===== src/vpg_pkg.sv =====
// Constants for the planar graphics datapath
package vpg_pkg;
	localparam logic [15:0] IO_INDEX_ADDR = 16'h03CE;
	localparam logic [15:0] IO_DATA_ADDR = 16'h03CF;
	localparam logic [3:0] IDX_SET_RESET = 4'h0;
	localparam logic [3:0] IDX_SR_ENABLE = 4'h1;
	localparam logic [3:0] IDX_COMPARE = 4'h2;
	localparam logic [3:0] IDX_LOGIC_ROT = 4'h3;
	localparam logic [3:0] IDX_READ_PLANE = 4'h4;
	localparam int INDEX_W = 4;
	localparam int OP_LSB = 3;
	localparam int ROT_W = 3;
	localparam int PLANES = 4;
	localparam logic [7:0] MASK_ALL = 8'hFF;
	localparam logic [3:0] RST_NIB = 4'h0;
	localparam logic [31:0] RST_WORD = 32'h0000_0000;
	typedef enum logic [1:0] {
		WM_DIRECT = 2'b00,
		WM_LATCH = 2'b01,
		WM_EXPAND = 2'b10,
		WM_COLOUR = 2'b11
	} vpg_wmode_e;
	typedef enum logic [1:0] {
		OP_PASS = 2'b00,
		OP_AND = 2'b01,
		OP_OR = 2'b10,
		OP_XOR = 2'b11
	} vpg_op_e;
endpackage


===== src/vpg_datapath.sv =====
// Graphics controller write/read datapath for four 8-bit planes
`timescale 1ns/1ns
`default_nettype none
module vpg_datapath
	import vpg_pkg::*;
(
	input wire logic sys_clk_i,
	input wire logic arst_n_i,
	input wire logic [15:0] io_addr_i,
	input wire logic io_wr_i,
	input wire logic io_rd_i,
	input wire logic [7:0] io_wdata_i,
	output logic [7:0] io_rdata_o,
	input wire logic [1:0] write_mode_i,
	input wire logic read_mode_i,
	input wire logic odd_even_i,
	input wire logic [7:0] bit_mask_i,
	input wire logic mem_wr_i,
	input wire logic mem_rd_i,
	input wire logic mem_a0_i,
	input wire logic [7:0] mem_wdata_i,
	input wire logic [31:0] plane_rdata_i,
	output logic [31:0] plane_wdata_o,
	output logic plane_we_o,
	output logic [7:0] mem_rdata_o,
	output logic mem_rvalid_o
);

	// ****************************************************************
	// State
	// ****************************************************************
	typedef struct packed {
		logic [3:0] idx;
		logic [3:0] sr;
		logic [3:0] sre;
		logic [3:0] cc;
		logic [1:0] op;
		logic [2:0] rot;
		logic [1:0] rps;
		logic [31:0] latch;
		logic [7:0] io_rdata;
		logic [7:0] mem_rdata;
		logic rvalid;
		logic [31:0] pwdata;
		logic pwe;
	} vpg_st_s;

	vpg_st_s st_ff;
	vpg_st_s nxt_st;

	function automatic logic io_hit(input logic [15:0] a, input logic [15:0] b);
		io_hit = (a == b);
	endfunction

	function automatic logic [7:0] rotr(input logic [7:0] d, input logic [2:0] n);
		logic [15:0] w;
		w = {d, d} >> n;
		rotr = w[7:0];
	endfunction

	// ****************************************************************
	// Write shaping per plane
	// ****************************************************************
	vpg_wmode_e wmode;
	logic [7:0] rot_data;
	logic [7:0] wmask;
	logic [31:0] new_planes;
	logic [7:0] cmp_bits;
	logic [1:0] rd_sel;
	logic [7:0] sel_byte;

	assign wmode = vpg_wmode_e'(write_mode_i);
	assign rot_data = rotr(mem_wdata_i, st_ff.rot);
	assign wmask = (wmode == WM_COLOUR) ? (rot_data & bit_mask_i) : bit_mask_i;

	genvar gp;
	generate
		for (gp = 0; gp < PLANES; gp = gp + 1) begin : g_plane
			logic [7:0] fill;
			logic [7:0] lat;
			logic [7:0] alu;
			assign lat = st_ff.latch[8*gp +: 8];
			assign fill = (wmode == WM_EXPAND) ? {8{mem_wdata_i[gp]}} :
				(wmode == WM_COLOUR || st_ff.sre[gp]) ? {8{st_ff.sr[gp]}} :
				rot_data;
			assign alu = (st_ff.op == OP_AND) ? (fill & lat) :
				(st_ff.op == OP_OR) ? (fill | lat) :
				(st_ff.op == OP_XOR) ? (fill ^ lat) : fill;
			assign new_planes[8*gp +: 8] = (wmode == WM_LATCH) ? lat :
				((alu & wmask) | (lat & ~wmask));
		end
		for (gp = 0; gp < 8; gp = gp + 1) begin : g_cmp
			assign cmp_bits[gp] = &(~({plane_rdata_i[24+gp], plane_rdata_i[16+gp],
				plane_rdata_i[8+gp], plane_rdata_i[gp]} ^ st_ff.cc));
		end
	endgenerate

	// odd/even replaces select bit 0 with address bit 0
	assign rd_sel = {st_ff.rps[1], odd_even_i ? mem_a0_i : st_ff.rps[0]};
	assign sel_byte = plane_rdata_i[8*rd_sel +: 8];

	// ****************************************************************
	// Next state
	// ****************************************************************
	always_comb begin
		nxt_st = st_ff;
		nxt_st.pwe = 1'b0;
		nxt_st.rvalid = 1'b0;
		if (io_wr_i && io_hit(io_addr_i, IO_INDEX_ADDR)) begin
			nxt_st.idx = io_wdata_i[INDEX_W-1:0];
		end else if (io_wr_i && io_hit(io_addr_i, IO_DATA_ADDR)) begin
			if (st_ff.idx == IDX_SET_RESET) begin
				nxt_st.sr = io_wdata_i[3:0];
			end else if (st_ff.idx == IDX_SR_ENABLE) begin
				nxt_st.sre = io_wdata_i[3:0];
			end else if (st_ff.idx == IDX_COMPARE) begin
				nxt_st.cc = io_wdata_i[3:0];
			end else if (st_ff.idx == IDX_LOGIC_ROT) begin
				nxt_st.op = io_wdata_i[OP_LSB +: 2];
				nxt_st.rot = io_wdata_i[ROT_W-1:0];
			end else if (st_ff.idx == IDX_READ_PLANE) begin
				nxt_st.rps = io_wdata_i[1:0];
			end
		end
		if (io_rd_i) begin
			nxt_st.io_rdata = 8'h00;
			if (io_hit(io_addr_i, IO_INDEX_ADDR)) begin
				nxt_st.io_rdata = {4'h0, st_ff.idx};
			end else if (io_hit(io_addr_i, IO_DATA_ADDR)) begin
				if (st_ff.idx == IDX_SET_RESET) begin
					nxt_st.io_rdata = {4'h0, st_ff.sr};
				end else if (st_ff.idx == IDX_SR_ENABLE) begin
					nxt_st.io_rdata = {4'h0, st_ff.sre};
				end else if (st_ff.idx == IDX_COMPARE) begin
					nxt_st.io_rdata = {4'h0, st_ff.cc};
				end else if (st_ff.idx == IDX_LOGIC_ROT) begin
					nxt_st.io_rdata = {3'h0, st_ff.op, st_ff.rot};
				end else if (st_ff.idx == IDX_READ_PLANE) begin
					nxt_st.io_rdata = {6'h00, st_ff.rps};
				end
			end
		end
		if (mem_wr_i) begin
			nxt_st.pwdata = new_planes;
			nxt_st.pwe = 1'b1;
		end
		if (mem_rd_i) begin
			nxt_st.latch = plane_rdata_i;
			nxt_st.mem_rdata = read_mode_i ? cmp_bits : sel_byte;
			nxt_st.rvalid = 1'b1;
		end
	end

	always_ff @(posedge sys_clk_i or negedge arst_n_i) begin
		if (!arst_n_i) begin
			st_ff <= '{idx: RST_NIB, sr: RST_NIB, sre: RST_NIB, cc: RST_NIB,
				op: 2'h0, rot: 3'h0, rps: 2'h0, latch: RST_WORD,
				io_rdata: 8'h00, mem_rdata: 8'h00, rvalid: 1'b0,
				pwdata: RST_WORD, pwe: 1'b0};
		end else begin
			st_ff <= nxt_st;
		end
	end

	assign io_rdata_o = st_ff.io_rdata;
	assign plane_wdata_o = st_ff.pwdata;
	assign plane_we_o = st_ff.pwe;
	assign mem_rdata_o = st_ff.mem_rdata;
	assign mem_rvalid_o = st_ff.rvalid;
endmodule
`default_nettype wire


===== config.mk =====
export PLATFORM = sky130hd
export DESIGN_NAME = vpg_datapath
export DESIGN_NICKNAME = d
export VERILOG_FILES = /design/src/vpg_pkg.sv /design/src/vpg_datapath.sv
export SDC_FILE = /design/constraint.sdc
export NUM_CORES = 1
export LEC_CHECK = 0
export CORE_ASPECT_RATIO = 0.9
export CORE_MARGIN = 3
export CORE_UTILIZATION = 55
export CTS_BUF_LIST = sky130_fd_sc_hd__clkbuf_4 sky130_fd_sc_hd__clkbuf_8
export DETAILED_ROUTE_END_ITERATION = 10
export DONT_BUFFER_PORTS = 1
export GPL_TIMING_DRIVEN = 0
export PLACE_DENSITY = 0.7
export SYNTH_ARGS = -nofsm -noshare
export SYNTH_HDL_FRONTEND = slang
export SYNTH_SLANG_ARGS = --single-unit

===== constraint.sdc =====
create_clock -name sys_clk_i -period 4.4 [get_ports sys_clk_i]
set_clock_uncertainty 0.05 [all_clocks]
set_input_delay 0.22 -clock sys_clk_i [delete_from_list [all_inputs] [get_ports sys_clk_i]]
set_output_delay 0.22 -clock sys_clk_i [all_outputs]
set_load 0.01 [all_outputs]

* Yosys cells after proc, flatten, opt, wreduce, memory -nomap -nowiden
Cells that the tools add are included.
** Word-level totals
- Bits in registers :: 105
- Input port bits :: 83
- Output and inout port bits :: 50
- Logic and storage cells :: 130
** Cells by class
- Eq/ne operators :: 12
- Shift-type cells :: 2
- Muxes and demuxes :: 36
- Bitwise gates (word level) :: 47
- Reductions and logical operators :: 20
** Operators by type and width (number)
- two-way mux 8 bit :: 26
- AND 8 bit :: 13
- bitwise OR 8 bit :: 8
- AND reduction 4 bit :: 9
- equality test 16 x 10 -> 1 bit (second input constant) :: 2
- inverter 4 bit :: 8
- indexed part select 32 x 6 -> 8 bit :: 1
- XOR 4 bit :: 8
- XOR 8 bit :: 4
- two-way mux 5 bit :: 6
- >> shifter 16 x 3 -> 8 bit :: 1
- equality test 2 bit (second input constant) :: 4
- equality test 4 x 2 -> 1 bit (second input constant) :: 2
- inverter 8 bit :: 1
- AND reduction 7 bit :: 1
- AND reduction 6 bit :: 1
- inverter 1 bit :: 5
- AND reduction 5 bit :: 1
- equality test 2 x 1 -> 1 bit (second input constant) :: 2
- equality test 4 x 1 -> 1 bit (second input constant) :: 1
- equality test 4 x 3 -> 1 bit (second input constant) :: 1
- zero test 4 bit :: 1
- logical OR 1 bit :: 4
- two-way mux 1 bit :: 3
- other kinds (3) :: 4

* Longest topological paths before layout
- Depth after elaboration :: 11
- Gate-level depth with buffers :: 11
- Gate-level depth less buffers :: 10

* Worst setup path before layout
OpenSTA, ideal clock, no wires.
- Path kind :: reg-to-reg
- Start point :: reg st_ff[84] in the netlist's numbering
- End point :: reg st_ff (netlist bit plane_wdata_o[28])
- Setup time :: 141 ps
- Arrival :: 2238 ps
- Data required time :: 4209 ps
- Slack :: 1971 ps
- Cell stages (with the launch flop) :: 12
- Buffers on the path :: 1
- Clock period less this slack :: 2429 ps
- Path through :: dfrtp_1 > buf_6 > mux4_2 > mux2i_4 > o21ai_0 > nand2_1 > ha_1 > nand2b_1 > nand2_1 > o2111ai_1 > nand4_1 > a31oi_1
** On the way
- Cells in the longest elaborated chain, start to end :: 10
- Elaborated cells on any way between the ends :: 16
- Those cells by class :: shift (1); mux (7); bitwise (8)
** RTL lines
- start: declaration :: RTL line vpg_datapath.sv:48 : vpg_st_s st_ff;
- start signal: assignment :: RTL line vpg_datapath.sv:156 : st_ff <= '{idx: RST_NIB, sr: RST_NIB, sre: RST_NIB, cc: RST_NIB,
- start signal: assignment :: RTL line vpg_datapath.sv:161 : st_ff <= nxt_st;
- >> shifter 16 x 3 -> 8 bit * :: RTL line vpg_datapath.sv:57 : w = {d, d} >> n;
- two-way mux 8 bit :: RTL line vpg_datapath.sv:84 : (wmode == WM_COLOUR || st_ff.sre[gp]) ? {8{st_ff.sr[gp]}} :
- two-way mux 8 bit :: RTL line vpg_datapath.sv:83 : assign fill = (wmode == WM_EXPAND) ? {8{mem_wdata_i[gp]}} :
- XOR 8 bit :: RTL line vpg_datapath.sv:88 : (st_ff.op == OP_XOR) ? (fill ^ lat) : fill;
- two-way mux 8 bit :: RTL line vpg_datapath.sv:88
- two-way mux 8 bit :: RTL line vpg_datapath.sv:87 : (st_ff.op == OP_OR) ? (fill | lat) :
- two-way mux 8 bit :: RTL line vpg_datapath.sv:86 : assign alu = (st_ff.op == OP_AND) ? (fill & lat) :
- AND 8 bit :: RTL line vpg_datapath.sv:90 : ((alu & wmask) | (lat & ~wmask));
- bitwise OR 8 bit * :: RTL line vpg_datapath.sv:90
- two-way mux 8 bit * :: RTL line vpg_datapath.sv:89 : assign new_planes[8*gp +: 8] = (wmode == WM_LATCH) ? lat :
Mark *: on every way between the ends. The rest lies on a longest branch, timed or not.
A chain may end at the register's enable or synchronous reset.

* Worst setup path in the final report
- Start point :: reg st_ff[84] in the netlist's numbering
- End point :: reg st_ff (netlist bit plane_wdata_o[26])
The elaborated chain is that of the path after synthesis.

==> reports/metrics.yaml <==
die_area_sq_mm: 0.0173
status: "completed"
cp_num_cells: 11
syn_area_sq_mm: 0.00865
cts.clk_slew.worst_paths_ns: 0.11
wirelength_um: 27000
worst_pin_slew_ns: 0.950
max_stage_delay_ns: 0.57
dieWidth_um: 138
num_vias: 7817
synth_edf_count: 0
synth_xor_area_frac: 0.0324
vdd_drop_max_mv: 0.160
crit_end: "plane_wdata_o[26]$_DFFE_PN0P_"
drv_slew: 0
dp_hpwl_um: 19600
fin_crit_ns: 2.95
first_pass_iters: 9
grt.overflow.total: 0
end_kind: "register"
max_slew_margin: 0.349
fp.coreArea_sq_mm: 0.0150
clk_latency_ns: 0.41
drt_iter0_markers: 811
dp_cells: 1188
io_buffers: 0
cp_cell_sequence: "buf_6 > mux4_2 > mux2i_4 > o21ai_0 > nand2_1 > ha_1 > nand2b_1 > nand2_1 > o2111ai_1 > nand4_1 > a31oi_1"
ys.flop_type: "dfrtp_1"
clk_path_buf_depth: 2
ff2ff_setup_slack_ns: 1.45
ant_nets: 0
fin_crit_sh: 0.671
ys_ff_latch: 102
cts_made_buffers: 9
rows: 42
antenna_found_initial: 0
regToRegEndpoint: "plane_wdata_o[26]$_DFFE_PN0P_"
synth_fa_ha_area_frac: 0.0925
crit_fanout: 10
power_per_cell_area_mw_per_mm2: 243
path_delay_family: "multiplexers"
setup_viol: 0
crit_buf_inv: 1
fin_hold_ws_ns: 0.0302
crit_start: "st_ff[84]$_DFFE_PN0P_"
drc: 0
start_util: 0.576
avgSynthCellArea_sq_um: 8.76
final_layout_size_suffix_gt1_frac: 0.128
cp_data_arrival_time_ns: 3.18
grt_pass1_vias: 7374
routabilityCongestion: 0.896
p_leak_nw: 4.23
nFillCells: 1330
timing.rr.start: "st_ff[84]$_DFFE_PN0P_"
area_growth_pct: 9.86
r2r_cells: 11
avgRoutedWirePerCell_um: 21.8
cpMostUsedCell: "nand2_1"
grt_max_degree: 103
fin_nets: 1186
path_class: "register to register"
area.sequential_sq_mm: 0.00255
grt_setup_unrepaired: "false"
tns_ns: 0
critPathSlowestCell: "mux4_2"
max_clock_freq_mhz: 338
synth_top_family_by_area: "compound AO/OA/AOI/OAI gates"
async_reset_ff_frac: 1.00
yosys_warnings: 0
cp_data_required_time_ns: 4.63
synth-simple-area-share: 0.155
vias_per_cell: 6.29
grt_pass1_wl_um: 41800
cts.sinks: 102
synth_cells: 988
cts_htree_levels: 3
critPathLaunchType: "register"
maxCapViolCount: 0
final_cell_count_no_fill: 1242
io_pins: 133
multi_input_area_sq_mm: 0.00522
root_buffer: "clkbuf_8"
min_path_type: "input port to register"
ys_seq_area_frac: 0.295
synth-compound-area-share: 0.187
synthDistinctLibCells: 40
tritoncts: "done"
gr-usage-all-layers: 0.305
postCtsSetupRepairBufs: 0
hold_violations: 0
die_h_um: 125
synth_mux_area_frac: 0.135
antenna_cells: 0
-- logic make-up after synthesis --
kind of cell / after synthesis
buffers and inverters: 183
XOR/XNOR: 32
AND/OR/NAND/NOR: 285
multiplexers: 83
other: 1
AO/OA/AOI/OAI: 238
flip-flops: 102
adder cells (fa/ha/maj): 64
-- sequential cells by signal, indices dropped and copies added (netlist names) --
| register | flops |
|---|---|
| io_rdata_o | 5 |
| st_ff | 22 |
| g_plane.lat | 32 |
| plane_we_o | 1 |
| rd_sel | 1 |
| mem_rvalid_o | 1 |
| mem_rdata_o | 8 |
| plane_wdata_o | 32 |
-- synth_stat cells, types with 3 or more instances --
cell type | count | share of area
nand2_1 | 108 | 0.047
mux4_2 | 16 | 0.042
clkbuf_1 | 46 | 0.020
mux2_2 | 27 | 0.035
o21ai_0 | 66 | 0.038
nor2_1 | 68 | 0.029
a31oi_1 | 32 | 0.023
o2111ai_1 | 14 | 0.014
o21ai_1 | 15 | 0.0087
o211ai_1 | 31 | 0.027
nor3b_1 | 4 | 0.0035
mux2i_1 | 32 | 0.037
nor4b_1 | 4 | 0.0040
o21a_1 | 22 | 0.019
a22oi_1 | 26 | 0.023
nor4_1 | 10 | 0.0072
nand2b_1 | 45 | 0.033
nor2b_1 | 3 | 0.0022
ha_1 | 64 | 0.093
buf_2 | 6 | 0.0035
inv_1 | 76 | 0.033
buf_1 | 4 | 0.0017
xor2_1 | 32 | 0.032
a21oi_1 | 16 | 0.0093
o22ai_4 | 7 | 0.016
buf_4 | 49 | 0.043
nand4_1 | 16 | 0.012
dfrtp_1 | 102 | 0.29
nand3_1 | 22 | 0.013
mux2i_4 | 8 | 0.021
a211o_1 | 4 | 0.0040
-- cell type report --
cell class	count	area share
Clock inverter	6	0.00724
Buffer	107	0.0640
Multi-Input combinational cell	705	0.549
Timing Repair Buffer	38	0.0418
Tap cell	198	0.0261
Inverter	76	0.0300
Sequential cell	102	0.268
Clock buffer	10	0.0138
-- repair_timing --
| action | CTS | global route |
|---|---|---|
| endpoints found under the hold margin | 155 | 1 |
| gates resized for setup | 0 | 0 |
| hold buffers | 37 | 1 |
-- worst min path at each step --
| stage | startpoint | depth (start not counted) | endpoint | slack [ns] |
|---|---|---|---|---|
| after floorplan | arst_n_i | 0 | g_plane[0].lat[0]$_DFFE_PN0P_ | -0.13 |
| after global placement | arst_n_i | 0 | plane_we_o$_DFF_PN0_ | -0.12 |
| after detailed placement | arst_n_i | 0 | plane_we_o$_DFF_PN0_ | -0.12 |
| after CTS | plane_rdata_i[10] | 2 | g_plane[1].lat[2]$_DFFE_PN0P_ | 0.01 |
| after global routing | io_wr_i | 2 | st_ff[82]$_DFFE_PN0P_ | 0.02 |
| final | io_wr_i | 2 | st_ff[82]$_DFFE_PN0P_ | 0.03 |
-- per-stage QoR --
step / cell area [sq um] / setup slack [ns] / utilization / power (mW)
after floorplan: 8660 / 1.97 / - / 1.49
after global placement: 8910 / 1.54 / 0.593 / 1.61
after detailed placement: 8910 / 1.52 / 0.593 / 1.62
after CTS: 9500 / 1.50 / 0.632 / 2.31
after global routing: 9510 / 1.28 / 0.633 / 2.43
final: 9510 / 1.45 / 0.633 / 2.31
-- cell usage in the layout (no fill, tap or decap), types with 22 or more instances in the layout --
cell           count
buf_4             49
o21a_1            22
nand2_1          108
nor2_1            68
a31oi_1           32
o211ai_1          31
o21ai_0           66
clkbuf_1          46
a22oi_1           26
nand3_1           22
dfrtp_1          102
inv_1             76
dlygate4sd3_1     37
nand2b_1          45
xor2_1            32
mux2_2            27
ha_1              64
mux2i_1           32
-- per-layer routing --
layer / vias to the layer above / part of all wire / GRT usage / wire (um)
met5: - / 0 / 0 / 0
met4: 0 / 0.041 / 0.123 / 1110
met3: 100 / 0.091 / 0.0718 / 2460
met2: 457 / 0.45 / 0.460 / 12100
met1: 3733 / 0.42 / 0.426 / 11400
li1: 3527 / - / - / -
-- power breakdown --
group	internal, mW	switching [mW]
registers	1.01	0.0554
clock network	0.274	0.363
logic	0.257	0.348
total	1.54	0.766
No activity file was read; power rests on OpenSTA's default activity.
